### src/gposm_pkg.sv
// How it works
// Input enables for pins 4..0, reset to one.
// Bit 0 output enable, reset zero.
// Bits 4:2 pick the source class.
// Receive port class: selections 0-3 forward remote pins.
// Receive port: lock, pass, frame, line valid.
// Device status 000 drives local level bit.
// Device status: lock OR/AND, pass AND, trigger.
// Transmit class: AND or OR of selected status.
// Transmit class: frame, line, synchronized, interrupt.
// Bit 1 holds software output level, reset zero.
// Pin 0 and pin 1 registers, independent.
// Receiver enables gate device-status aggregated lock and pass; transmit-class pass uses port_select only.
// Read-only byte shows all eight pin levels.
// Output disabled means pin left undriven.
package gposm_pkg;
  localparam logic [7:0] GPOSM_IDX_RX_ENABLE = 8'h0C;
  localparam logic [7:0] GPOSM_IDX_PIN_LEVEL = 8'h0E;
  localparam logic [7:0] GPOSM_IDX_INPUT_EN  = 8'h0F;
  localparam logic [7:0] GPOSM_IDX_PIN0_CTL  = 8'h10;
  localparam logic [7:0] GPOSM_IDX_PIN1_CTL  = 8'h11;
  localparam logic [3:0] GPOSM_RX_ENABLE_RST = 4'hF;
  localparam logic [4:0] GPOSM_INPUT_EN_RST  = 5'h1F;
  localparam logic [7:0] GPOSM_PIN_CTL_RST   = 8'h00;
  localparam int         GPOSM_NUM_RX        = 4;
  localparam int         GPOSM_NUM_TX        = 2;
  localparam logic [1:0] GPOSM_HTRANS_NONSEQ = 2'h2;
  localparam logic [2:0] GPOSM_SRC_DEVICE    = 3'h4;
  localparam logic [2:0] GPOSM_SRC_RESERVED  = 3'h5;

  typedef struct packed {
    logic [2:0] selection;
    logic [2:0] source_class;
    logic       local_level;
    logic       drive_allow;
  } gposm_pin_ctl_t;

  typedef struct packed {
    logic [3:0] remote_pin;
    logic       lock;
    logic       pass;
    logic       frame_valid;
    logic       line_valid;
  } gposm_rx_stat_t;

  typedef struct packed {
    logic [3:0] port_select;
    logic       frame_valid;
    logic       line_valid;
    logic       synchronized;
    logic       interrupt;
  } gposm_tx_stat_t;
endpackage

### src/gposm_out_mux.sv
`timescale 1ns/10ps
module gposm_out_mux import gposm_pkg::*; (
  input  wire gposm_pin_ctl_t                   ctl,
  input  wire gposm_rx_stat_t [GPOSM_NUM_RX-1:0] rx_stat,
  input  wire gposm_tx_stat_t [GPOSM_NUM_TX-1:0] tx_stat,
  input  wire logic [GPOSM_NUM_RX-1:0]          rx_allow,
  input  wire logic                             frame_trigger,
  output logic                                  level,
  output logic                                  drive
);
  logic [GPOSM_NUM_RX-1:0] en_lock;
  logic [GPOSM_NUM_RX-1:0] en_pass;
  logic [GPOSM_NUM_RX-1:0] txsel;
  gposm_rx_stat_t          rx;
  gposm_tx_stat_t          tx;

  always_comb begin
    for (int i = 0; i < GPOSM_NUM_RX; i++) begin
      en_lock[i] = rx_stat[i].lock;
      en_pass[i] = rx_stat[i].pass;
    end
    rx    = rx_stat[ctl.source_class[1:0]];
    tx    = tx_stat[ctl.source_class[0]];
    txsel = tx.port_select;
    level = 1'b0;
    if (!ctl.source_class[2]) begin
      unique case (ctl.selection)
        3'h0, 3'h1, 3'h2, 3'h3: level = rx.remote_pin[ctl.selection[1:0]];
        3'h4: level = rx.lock;
        3'h5: level = rx.pass;
        3'h6: level = rx.frame_valid;
        3'h7: level = rx.line_valid;
      endcase
    end else if (ctl.source_class == GPOSM_SRC_DEVICE) begin
      unique case (ctl.selection)
        3'h0: level = ctl.local_level;
        // Disabled receivers drop out: neutral for OR, ignored for AND.
        3'h1: level = |(en_lock & rx_allow);
        3'h2: level = (|rx_allow) & &(en_lock | ~rx_allow);
        3'h3: level = (|rx_allow) & &(en_pass | ~rx_allow);
        3'h4: level = frame_trigger;
        default: level = 1'b0;
      endcase
    end else if (ctl.source_class != GPOSM_SRC_RESERVED) begin
      unique case (ctl.selection)
        3'h0: level = (|txsel) & &(en_pass | ~txsel);
        3'h1: level = |(en_pass & txsel);
        3'h2: level = tx.frame_valid;
        3'h3: level = tx.line_valid;
        3'h4: level = tx.synchronized;
        3'h5: level = tx.interrupt;
        default: level = 1'b0;
      endcase
    end
    drive = ctl.drive_allow;
  end
endmodule

### src/gposm_top.sv
// The AHB-Lite slave port was left to the implementer.
`timescale 1ns/10ps
module gposm_top import gposm_pkg::*; (
  input  wire logic                             hclk,
  input  wire logic                             hresetn,
  input  wire logic                             hsel,
  input  wire logic [31:0]                      haddr,
  input  wire logic [1:0]                       htrans,
  input  wire logic                             hwrite,
  input  wire logic [2:0]                       hsize,
  input  wire logic [31:0]                      hwdata,
  input  wire logic                             hready,
  output logic [31:0]                           hrdata,
  output logic                                  hreadyout,
  output logic                                  hresp,
  input  wire gposm_rx_stat_t [GPOSM_NUM_RX-1:0] rx_stat,
  input  wire gposm_tx_stat_t [GPOSM_NUM_TX-1:0] tx_stat,
  input  wire logic                             frame_trigger,
  input  wire logic [7:0]                       pin_in,
  output logic [1:0]                            pin_out,
  output logic [1:0]                            pin_oe,
  output logic [4:0]                            pin_input_level
);
  logic [3:0]     rx_enable_r, rx_enable_nxt;
  logic [4:0]     input_en_r, input_en_nxt;
  gposm_pin_ctl_t ctl_r [2];
  gposm_pin_ctl_t ctl_nxt [2];
  logic           wr_pend_r, wr_pend_nxt;
  logic [7:0]     wr_idx_r, wr_idx_nxt;
  logic [31:0]    hrdata_nxt;
  logic [1:0]     mux_level;
  logic [1:0]     mux_drive;
  logic [1:0]     pin_out_nxt, pin_oe_nxt;
  logic [4:0]     input_level_nxt;
  logic           take;
  logic [7:0]     idx;

  assign hreadyout = 1'b1;
  assign hresp     = 1'b0;
  assign take      = hsel & hready & (htrans == GPOSM_HTRANS_NONSEQ);
  assign idx       = haddr[9:2];

  for (genvar p = 0; p < 2; p++) begin : g_pin
    gposm_out_mux u_mux (
      .ctl           (ctl_r[p]),
      .rx_stat       (rx_stat),
      .tx_stat       (tx_stat),
      .rx_allow      (rx_enable_r),
      .frame_trigger (frame_trigger),
      .level         (mux_level[p]),
      .drive         (mux_drive[p])
    );
  end

  always_comb begin
    rx_enable_nxt = rx_enable_r;
    input_en_nxt  = input_en_r;
    ctl_nxt[0]    = ctl_r[0];
    ctl_nxt[1]    = ctl_r[1];
    wr_pend_nxt   = take & hwrite;
    wr_idx_nxt    = idx;
    hrdata_nxt    = 32'h0000_0000;
    if (wr_pend_r) begin
      unique case (wr_idx_r)
        GPOSM_IDX_RX_ENABLE: rx_enable_nxt = hwdata[3:0];
        GPOSM_IDX_INPUT_EN:  input_en_nxt = hwdata[4:0];
        GPOSM_IDX_PIN0_CTL:  ctl_nxt[0] = gposm_pin_ctl_t'(hwdata[7:0]);
        GPOSM_IDX_PIN1_CTL:  ctl_nxt[1] = gposm_pin_ctl_t'(hwdata[7:0]);
        default: ;
      endcase
    end
    if (take && !hwrite) begin
      unique case (idx)
        GPOSM_IDX_RX_ENABLE: hrdata_nxt = {28'h0, rx_enable_r};
        GPOSM_IDX_PIN_LEVEL: hrdata_nxt = {24'h0, pin_in};
        GPOSM_IDX_INPUT_EN:  hrdata_nxt = {27'h0, input_en_r};
        GPOSM_IDX_PIN0_CTL:  hrdata_nxt = {24'h0, ctl_r[0]};
        GPOSM_IDX_PIN1_CTL:  hrdata_nxt = {24'h0, ctl_r[1]};
        default: hrdata_nxt = 32'h0000_0000;
      endcase
    end
    // Undriven pins output zero and drop their enable.
    pin_oe_nxt      = mux_drive;
    pin_out_nxt     = mux_level & mux_drive;
    // The input path only passes the pad level while enabled.
    input_level_nxt = pin_in[4:0] & input_en_r;
  end

  always_ff @(posedge hclk or negedge hresetn) begin
    if (!hresetn) begin
      rx_enable_r     <= GPOSM_RX_ENABLE_RST;
      input_en_r      <= GPOSM_INPUT_EN_RST;
      ctl_r[0]        <= gposm_pin_ctl_t'(GPOSM_PIN_CTL_RST);
      ctl_r[1]        <= gposm_pin_ctl_t'(GPOSM_PIN_CTL_RST);
      wr_pend_r       <= 1'b0;
      wr_idx_r        <= 8'h00;
      hrdata          <= 32'h0000_0000;
      pin_out         <= 2'h0;
      pin_oe          <= 2'h0;
      pin_input_level <= 5'h00;
    end else begin
      rx_enable_r     <= rx_enable_nxt;
      input_en_r      <= input_en_nxt;
      ctl_r[0]        <= ctl_nxt[0];
      ctl_r[1]        <= ctl_nxt[1];
      wr_pend_r       <= wr_pend_nxt;
      wr_idx_r        <= wr_idx_nxt;
      hrdata          <= hrdata_nxt;
      pin_out         <= pin_out_nxt;
      pin_oe          <= pin_oe_nxt;
      pin_input_level <= input_level_nxt;
    end
  end
endmodule

### config.mk
export PLATFORM = sky130hd
export DESIGN_NAME = gposm_top
export DESIGN_NICKNAME = d
export VERILOG_FILES = /design/src/gposm_pkg.sv /design/src/gposm_out_mux.sv /design/src/gposm_top.sv
export SDC_FILE = /design/constraint.sdc
export NUM_CORES = 1
export LEC_CHECK = 0
export BUFFER_PORTS_ARGS = -buffer_cell sky130_fd_sc_hd__buf_2
export CAP_MARGIN = 20
export CORE_MARGIN = 1
export CORE_UTILIZATION = 45
export DETAILED_ROUTE_END_ITERATION = 10
export PLACE_DENSITY = 0.78
export SETUP_SLACK_MARGIN = 0.1
export SYNTH_ARGS = -nofsm -noshare
export SYNTH_HDL_FRONTEND = slang
export SYNTH_SLANG_ARGS = --single-unit
### constraint.sdc
create_clock -name hclk -period 2.7 [get_ports hclk]
set_clock_uncertainty 0.05 [all_clocks]
set_input_delay 0.405 -clock hclk [delete_from_list [all_inputs] [get_ports hclk]]
set_output_delay 0.405 -clock hclk [all_outputs]
set_load 0.01 [all_outputs]
==> results.yml, run 1 <==
power_and_ir_drop:
  power_density_mw_per_mm2: 383
  power.share.clock_pct: 33.1
  p_sw_share_pct: 26.0
  p_seq_share_pct: 50.4
  p_int_mw: 1.18
  power_switching_mw: 0.417
  ir_drop_v: 0.000288
  comb_power_share_pct: 16.5
  leakage_nw: 1.89
timing:
  hold_slack_ns: 0.161
  fmax_ghz: 0.423
  fin_tns_setup_ns: 0
  worst_pin_slew_ns: 0.616
  max_slew_margin_pct: 58.9
  period_share_pct: 87.6
  final_max_slew_viol_count: 0
  rsz0062_at_grt: "false"
  hold_viol_final: 0
  finalSetupViolations: 0
  min_period_ns: 2.36
synthesis:
  ys.warnings.count: 0
  synth_adder_area_share_pct: 0
  synth_xor_area_share_pct: 0
  synth_most_common_cell: "dfrtp_1"
  netlist_area_mm2: 0.00365
  synth_edf_count: 0
  synthTopCellsByArea: "dfrtp_1 29%, mux2_2 10%, mux2i_1 8.0%"
  synth-seq-cells: 51
  synthTopCellsByCount: "42 x dfrtp_1, 33 x mux2_2, 29 x mux2i_1"
  synthCells: 333
  synthMuxAreaShare_pct: 25.4
  postSynthAreaPerCell_um2: 11.0
  ys_types: 62
  synth_top_family_by_area: "multiplexers"
  yosysSeqAreaShare_pct: 35.3
  synth_compound_area_share_pct: 15.4
  async_reset_ff_share_pct: 100
  yosys.area_share.simple_pct: 13.0
  yosysTopAreaCell: "dfrtp_1"
  synth_flop_cell: "dfrtp_1"
  synth_top_area_share_pct: 28.8
floorplan:
  initial_core_util_pct: 47.0
  rows: 32
  fp.dieArea_mm2: 0.00847
  core-area_mm2: 0.00777
  io-pin-count: 174
  die_h_um: 92.0
  dieWidth_um: 92.0
cells_and_area:
  area_growth_pct: 14.8
  instances_no_fill: 529
  regArea_mm2: 0.00129
  drive_above_1_share_pct: 41.5
  multi_input_area_mm2: 0.00206
  final_nets: 557
  diodes: 0
  nFillCells: 717
  fin_area_mm2: 0.00419
run:
  drv_cap: 0
outcome:
  outcome: "completed"
min_path:
  holdPathStages: 1
  hold_end: "wr_idx_r[6]$_DFF_PN0_"
  hp-class: "in -> reg"
  min-delay-start: "haddr[8]"
route:
  drc: 0
  dr.pass1.iters: 5
  wl_per_cell_um: 17.3
  drt_wl_total_um: 9180
  antenna_left: 0
  drtIter0Drc: 240
  viasPerCell: 5.75
  dr_total_vias: 3043
clock_network:
  htreeDepth: 2
  cts_tree: "built"
  clockBufferDepth: 2
  clkSinkCount: 51
  clk_latency_ns: 0.31
  ctsRootBufferMaster: "clkbuf_8"
  post_cts_buffers: 0
  clk_pin_slew_worst_paths_ns: 0.10
  cts_buffers: 5
critical_path:
  required_ns: 2.85
  cp.arrival_ns: 2.52
  rrSetupSlack_ns: 0.34
  path_max_fanout: 12
  start_kind: "register"
  cp-end-kind: "register"
  r2r_end: "pin_out[0]$_DFF_PN0_"
  reg2reg_from: "ctl_r[10]$_DFFE_PN0P_"
  ff2ff_path_depth: 7
  critPathKind: "reg -> reg"
placement:
  dpl-instance-area_mm2: 0.00406
  port_buffers: 96
  placedCellCount: 520
  gp_congestion: 0.896
  dpl.hpwl_um: 6960
global_routing:
  grt_overflow: 0
  grt_pass1_wl_um: 14500
  track_usage_pct: 21.9
  antenna_found_initial: 0
  grt_pass1_vias: 2989
  grt_max_degree: 23
## cells by family (layout without fill, tap and decap cells)
| family | Yosys count | count (layout) |
|---|---|---|
| AND/OR/NAND/NOR | 87 | 87 |
| multiplexers | 74 | 74 |
| buffers and inverters | 54 | 124 |
| AO/OA/AOI/OAI | 65 | 65 |
| other | 2 | 26 |
| flip-flops | 51 | 51 |
## worst max path at each step
stage	from	cells after the start	endpoint
floorplan	ctl_r[10]$_DFFE_PN0P_	7	pin_out[0]$_DFF_PN0_
global placement	ctl_r[10]$_DFFE_PN0P_	7	pin_out[0]$_DFF_PN0_
detailed placement	ctl_r[10]$_DFFE_PN0P_	7	pin_out[0]$_DFF_PN0_
CTS	ctl_r[2]$_DFFE_PN0P_	7	pin_out[1]$_DFF_PN0_
global route	ctl_r[10]$_DFFE_PN0P_	7	pin_out[0]$_DFF_PN0_
finish	ctl_r[10]$_DFFE_PN0P_	7	pin_out[0]$_DFF_PN0_
## registers in the layout (all words and copies together) (netlist names)
| register | count |
|---|---|
| pin_oe | 2 |
| hrdata | 8 |
| ctl_r | 16 |
| wr_idx_r | 8 |
| wr_pend_r | 1 |
| pin_input_level | 5 |
| rx_enable_r | 4 |
| pin_out | 2 |
| input_en_r | 5 |
## worst max-delay path, cell delays in order, from the launching register on
cell and delay (ns):
dfrtp_1 0.71, buf_4 0.26, nor2b_1 0.05, a2111oi_0 0.39, a311oi_1 0.12, a311oi_1 0.37
o21ai_0 0.14, o2111a_1 0.17
## per-layer routing
metal  track usage [%]  share of wire (%)  up-vias
li1                  -                  -     1395
met1              26.8                 41     1497
met2              38.1                 51      124
met3              3.40                5.4       27
met4              9.38                2.7        0
met5                 0                  0        -
## through the flow
| step | utilization, % | total power [mW] | setup slack [ns] |
|---|---|---|---|
| after floorplan | - | 0.985 | 0.806 |
| after global placement | 52.3 | 1.07 | 0.409 |
| after detailed placement | 52.3 | 1.08 | 0.347 |
| after CTS | 53.9 | 1.61 | 0.340 |
| after global routing | 53.9 | 1.67 | 0.141 |
| final | 53.9 | 1.60 | 0.335 |
## power groups by stage
stage	clock network, mW	logic, mW	registers [mW]
3_5_place_dp	0	0.260	0.822
6_report	0.530	0.264	0.808
3_3_place_gp	0	0.252	0.820
2_1_floorplan	0	0.180	0.805
4_1_cts	0.538	0.263	0.807
5_1_grt	0.570	0.289	0.811
## repair_timing
item,4_1_cts,5_1_grt
hold buffers,1,0
endpoints found under the hold margin,16,0
setup endpoints to repair,0,1
gates resized for setup,0,1
## cell usage in the layout (no fill, tap or decap), drive strengths merged, types with 3 or more instances in the layout
cell type	instances
nor3b	4
mux2i	29
dfrtp	42
a22oi	8
conb	26
a21oi	11
mux2	35
a22o	4
a2111oi	6
clkbuf	6
nor4	3
a32oi	4
nand2b	5
inv	9
mux4	10
a311oi	4
nand3b	3
nor2b	6
buf	106
or3	3
nor3	7
a31oi	4
and2	5
nand2	23
o21ai	4
dfstp	9
nor2	19
## final cells by class
cell class,instances,share of cell area [%]
clock buffers,6,1.73
clock inverters,2,0.897
inverters,9,0.807
multi-input cells,252,49.2
flip-flops and latches,51,30.8
well taps,102,3.05
repair buffers,107,13.5
Note: power is estimated with default switching activity, not from simulation.
==> run 2, diff against run 1 <==
SYNTH_HIERARCHICAL = 1   (was not set)
==> run 2 against run 1 <==
Net effect: sequential power is essentially flat; critical path type unchanged; total power shrank 0.30%; synthesized area shrank 0.14%; hold slack gained 0.0085 ns; non-clock buffer count shrank 5; critical path depth shrank 2; synthesized cell count shrank 4.8%; clock power shrank 0.8%; utilization grew 0.23 points; final area grew 0.42%; wire length shrank 7.6%; clock-buffer cell count shrank 1.
==> results.yml, run 2 <==
cells_and_area:
  top_register: "ctl_r"
  drive_above_1_share_pct: 43.5
  final_nets: 537
  diodes: 0
  top_regs: "ctl_r x16, hrdata x8, wr_idx_r x8"
  largest_register_ffs: 16
  area_growth_pct: 15.4
  layout_commonest_cell: "buf_2"
  final_cell_mix: "96 x buf_2, 42 x dfrtp_1, 36 x mux2_2, 26 x conb_1, 20 x nand2b_1"
route:
  dr_total_vias: 2951
  antenna_left: 0
  drtIter0Drc: 213
  drt_wl_total_um: 8480
  viasPerCell: 5.80
  dr.pass1.iters: 5
  drc: 0
  wl_per_cell_um: 16.7
clock_network:
  clockBufferDepth: 2
  ctsResizeCount: 0
  cts_tree: "built"
  clkSinkCount: 51
  post_cts_buffers: 0
  ctsRootBufferMaster: "clkbuf_8"
  cts_buffers: 5
  clk_pin_slew_worst_paths_ns: 0.09
  htreeDepth: 2
  clk_latency_ns: 0.30
critical_path:
  critPathKind: "reg -> reg"
  reg2reg_from: "ctl_r[10]$_DFFE_PN0P_"
  r2r_end: "pin_out[0]$_DFF_PN0_"
  cp.arrival_ns: 2.58
  ff2ff_path_depth: 5
  path_max_fanout: 12
  cp-end-kind: "register"
  start_kind: "register"
  required_ns: 2.85
  rrSetupSlack_ns: 0.28
timing:
  hold_slack_ns: 0.169
  period_share_pct: 89.8
  fmax_ghz: 0.412
  fin_tns_setup_ns: 0
  max_slew_margin_pct: 56.1
  final_max_slew_viol_count: 0
  min_period_ns: 2.42
  finalWorstSetupSlack_ns: 0.275
  worst_pin_slew_ns: 0.655
  finalSetupViolations: 0
  hold_viol_final: 0
  rsz0062_at_grt: "false"
placement:
  port_buffers: 96
  dpl.hpwl_um: 6380
  gp_congestion: 0.790
  pre_cts_slack_ns: 0.309
outcome:
  outcome: "completed"
global_routing:
  grt_pass1_vias: 2772
  antenna_found_initial: 0
  grt_pass1_wl_um: 13700
  track_usage_pct: 20.7
  grt_max_degree: 32
  grt_overflow: 0
synthesis:
  ys_types: 46
  synth-seq-cells: 51
  async_reset_ff_share_pct: 100
  yosysTopAreaCell: "dfrtp_1"
  postSynthAreaPerCell_um2: 11.5
  synthTopCellsByArea: "dfrtp_1 29%, mux2_2 11%, mux4_2 8.7%"
  synth_most_common_cell: "dfrtp_1"
  ys.warnings.count: 6
  yosysSeqAreaShare_pct: 35.3
  synthTopCellsByCount: "42 x dfrtp_1, 36 x mux2_2, 28 x buf_4"
  synth_flop_cell: "dfrtp_1"
  synth_edf_count: 0
  synthCells: 317
  netlist_area_mm2: 0.00364
  synth_top_area_share_pct: 28.9
floorplan:
  die_h_um: 92.0
  io-pin-count: 174
  initial_core_util_pct: 46.9
  fp.dieArea_mm2: 0.00846
  dieWidth_um: 92.0
  rows: 32
  core-area_mm2: 0.00777
min_path:
  holdPathStages: 1
  min-delay-start: "haddr[9]"
  hold_end: "wr_idx_r[7]$_DFF_PN0_"
  hp-class: "in -> reg"
power_and_ir_drop:
  leakage_nw: 1.88
  power_density_mw_per_mm2: 380
  ir_drop_v: 0.000179
run:
  drv_cap: 0
==> run 2: cell types whose count changed after synthesis, moves of 6 or more <==
| cell | previous run | this run |
|---|---|---|
| a21oi_1 | 11 | 5 |
| mux4_2 | 8 | 14 |
| nand2_1 | 23 | 15 |
| nand2b_1 | 5 | 20 |
| mux4_1 | 2 | 8 |
| nor2b_1 | 6 | 0 |
| mux2i_1 | 29 | 16 |
==> run 2: logic make-up after synthesis <==
family | after synthesis | share of synthesized area, %
buffers and inverters | 54 | 9.21
flip-flops | 51 | 35.3
AND/OR/NAND/NOR | 88 | 15.0
other | 2 | 0.206
AO/OA/AOI/OAI | 46 | 9.62
multiplexers | 76 | 30.6
==> run 2: timing repair <==
action / in CTS / in global routing
hold endpoints to repair: 15 / 0
endpoints found under the setup margin: 0 / 0
hold buffers: 1 / 0
==> run 2: worst max-delay path, stage by stage, from the launching register on <==
cell and delay [ns]:
dfrtp_1 0.72, mux4_1 0.66, mux4_2 0.48, o211ai_2 0.15, a31oi_1 0.08, and2_1 0.18
==> run 2: area by class of cell <==
class	count	area, um^2
fill	681	3560
multi-input combinational	236	2110
clock buffer	5	68.8
tap	102	128
sequential	51	1290
clock inverter	3	43.8
inverter	10	37.5
timing repair buffer	102	528
==> run 2: routing by layer <==
| metal | track usage [%] | part of all wire (%) | wire length, um | up-vias |
|---|---|---|---|---|
| met3 | 2.74 | 8.0 | 680 | 22 |
| met1 | 27.2 | 39 | 3340 | 1424 |
| met5 | 0 | 0 | 0 | - |
| met4 | 6.38 | 2.5 | 209 | 0 |
| met2 | 35.3 | 50 | 4250 | 175 |
| li1 | - | - | - | 1330 |
==> run 2: stage by stage <==
| stage | power (mW) | util [%] | instances | area, um^2 |
|---|---|---|---|---|
| floorplan | 0.989 | - | 341 | 3730 |
| global placement | 1.07 | 52.5 | 500 | 4080 |
| detailed placement | 1.08 | 52.5 | 500 | 4080 |
| CTS | 1.61 | 54.1 | 509 | 4200 |
| global route | 1.67 | 54.1 | 509 | 4200 |
| finish | 1.60 | 54.1 | 509 | 4200 |
==> run 2: worst max path at each step <==
stage / from / to / slack (ns) / cells after the start
2_1_floorplan: ctl_r[10]$_DFFE_PN0P_ / pin_out[0]$_DFF_PN0_ / 0.72 / 6
3_3_place_gp: ctl_r[2]$_DFFE_PN0P_ / pin_out[1]$_DFF_PN0_ / 0.31 / 5
3_5_place_dp: ctl_r[2]$_DFFE_PN0P_ / pin_out[1]$_DFF_PN0_ / 0.31 / 5
4_1_cts: ctl_r[10]$_DFFE_PN0P_ / pin_out[0]$_DFF_PN0_ / 0.30 / 5
5_1_grt: ctl_r[10]$_DFFE_PN0P_ / pin_out[0]$_DFF_PN0_ / 0.21 / 5
6_report: ctl_r[10]$_DFFE_PN0P_ / pin_out[0]$_DFF_PN0_ / 0.28 / 5
==> run 2: power by group <==
part / internal, mW / switching, mW
Combinational: 0.133 / 0.130
Clock: 0.276 / 0.250
Sequential: 0.780 / 0.0271
==> run 3, diff against run 2 <==
SETUP_SLACK_MARGIN = 0.4   (was 0.1)
==> run 3 against run 2 <==
Net effect: cell count is the same; global-route usage is the same; hold slack lost 0.0038 ns; critical path type unchanged; die area is the same; register-to-register slack gained 0.16 ns; total power is essentially flat; worst setup slack gained 0.16 ns; clock-buffer cell count is the same; sequential share of layout area is essentially flat; first-iteration DRC count shrank 1.4%; clock power is essentially flat; critical path depth is the same.
==> results.yml, run 3 (synthesized netlist as in run 2, its figures left out) <==
outcome:
  outcome: "completed"
timing:
  rsz0062_at_grt: "false"
  fmax_ghz: 0.441
  min_period_ns: 2.27
  hold_viol_final: 0
  hold_slack_ns: 0.165
  fin_tns_setup_ns: 0
  worst_pin_slew_ns: 0.659
  final_max_slew_viol_count: 0
  period_share_pct: 83.9
  finalSetupViolations: 0
  max_slew_margin_pct: 55.8
clock_network:
  cts_buffers: 5
  clkSinkCount: 51
  htreeDepth: 2
  ctsRootBufferMaster: "clkbuf_8"
  cts_tree: "built"
  clk_latency_ns: 0.31
  post_cts_buffers: 0
  clockBufferDepth: 2
  clk_pin_slew_worst_paths_ns: 0.09
floorplan:
  io-pin-count: 174
  rows: 32
  die_h_um: 92.0
  dieWidth_um: 92.0
  core-area_mm2: 0.00777
  fp.dieArea_mm2: 0.00846
  initial_core_util_pct: 46.9
critical_path:
  start_kind: "register"
  reg2reg_from: "ctl_r[10]$_DFFE_PN0P_"
  r2r_end: "pin_out[0]$_DFF_PN0_"
  cp.arrival_ns: 2.42
  critPathKind: "reg -> reg"
  rrSetupSlack_ns: 0.43
  required_ns: 2.86
  ff2ff_path_depth: 5
  path_max_fanout: 12
  cp-end-kind: "register"
cells_and_area:
  final_nets: 537
  drive_above_1_share_pct: 44.0
  largest_register_ffs: 16
  area_growth_pct: 15.5
  final_cell_mix: "96 x buf_2, 40 x dfrtp_1, 36 x mux2_2, 26 x conb_1, 20 x nand2b_1"
  diodes: 0
  top_regs: "ctl_r x16, hrdata x8, wr_idx_r x8"
  layout_commonest_cell: "buf_2"
  top_register: "ctl_r"
global_routing:
  grt_max_degree: 32
  grt_pass1_vias: 2772
  grt_pass1_wl_um: 13700
  antenna_found_initial: 0
  track_usage_pct: 20.7
  grt_overflow: 0
min_path:
  hp-class: "in -> reg"
  holdPathStages: 1
  hold_end: "wr_idx_r[7]$_DFF_PN0_"
  min-delay-start: "haddr[9]"
route:
  dr_total_vias: 2936
  drtIter0Drc: 210
  antenna_left: 0
  wl_per_cell_um: 16.7
  drc: 0
  viasPerCell: 5.77
  dr.pass1.iters: 5
  drt_wl_total_um: 8490
placement:
  port_buffers: 96
  dpl.hpwl_um: 6380
  gp_congestion: 0.790
run:
  drv_cap: 0
power_and_ir_drop:
  power_density_mw_per_mm2: 380
  ir_drop_v: 0.000179
  leakage_nw: 1.88
run 3: how the worst max path moves through the flow:
stage	start	to	slack (ns)	cells after the start
detailed placement	ctl_r[2]$_DFFE_PN0P_	pin_out[1]$_DFF_PN0_	0.31	5
global placement	ctl_r[2]$_DFFE_PN0P_	pin_out[1]$_DFF_PN0_	0.31	5
CTS	ctl_r[2]$_DFFE_PN0P_	pin_out[1]$_DFF_PN0_	0.47	5
floorplan	ctl_r[10]$_DFFE_PN0P_	pin_out[0]$_DFF_PN0_	0.72	6
finish	ctl_r[10]$_DFFE_PN0P_	pin_out[0]$_DFF_PN0_	0.43	5
global route	ctl_r[10]$_DFFE_PN0P_	pin_out[0]$_DFF_PN0_	0.41	5
run 3: power breakdown:
| part | internal (mW) | switching (mW) | total, mW |
|---|---|---|---|
| Clock | 0.276 | 0.251 | 0.527 |
| Combinational | 0.133 | 0.131 | 0.264 |
| Sequential | 0.780 | 0.0270 | 0.807 |
| Total | 1.19 | 0.409 | 1.60 |
run 3: worst max-delay path, stage by stage (launching register included):
cell and delay, ns:
dfrtp_2 0.57, mux4_1 0.64, mux4_2 0.48, o211ai_2 0.15, a31oi_1 0.09, and2_1 0.19
run 3: area by class of cell:
| cell class | instances | area [um^2] |
|---|---|---|
| clock buffers | 5 | 68.8 |
| clock inverters | 3 | 43.8 |
| inverters | 10 | 37.5 |
| multi-input cells | 236 | 2110 |
| repair buffers | 102 | 528 |
| fillers | 679 | 3560 |
| well taps | 102 | 128 |
| flip-flops and latches | 51 | 1290 |
run 3: routing by layer:
metal  share of wire (%)  GRT usage [%]
met1                  40           27.2
met3                 7.0           2.74
met2                  50           35.3
met4                 2.7           6.38
met5                   0              0
run 3: stage by stage:
step	std cells	worst slack (ns)	util (%)	power [mW]	instance area, um^2
after floorplan	341	0.722	-	0.989	3730
after CTS	509	0.469	54.1	1.61	4210
after global routing	509	0.408	54.1	1.67	4210
after global placement	500	0.310	52.5	1.07	4080
final	509	0.434	54.1	1.60	4210
after detailed placement	500	0.309	52.5	1.08	4080
run 3: what timing repair did:
action / CTS / global route
hold endpoints to repair: 15 / 0
hold buffers: 1 / 0
resized for setup: 2 / 0
endpoints found under the setup margin: 2 / 0
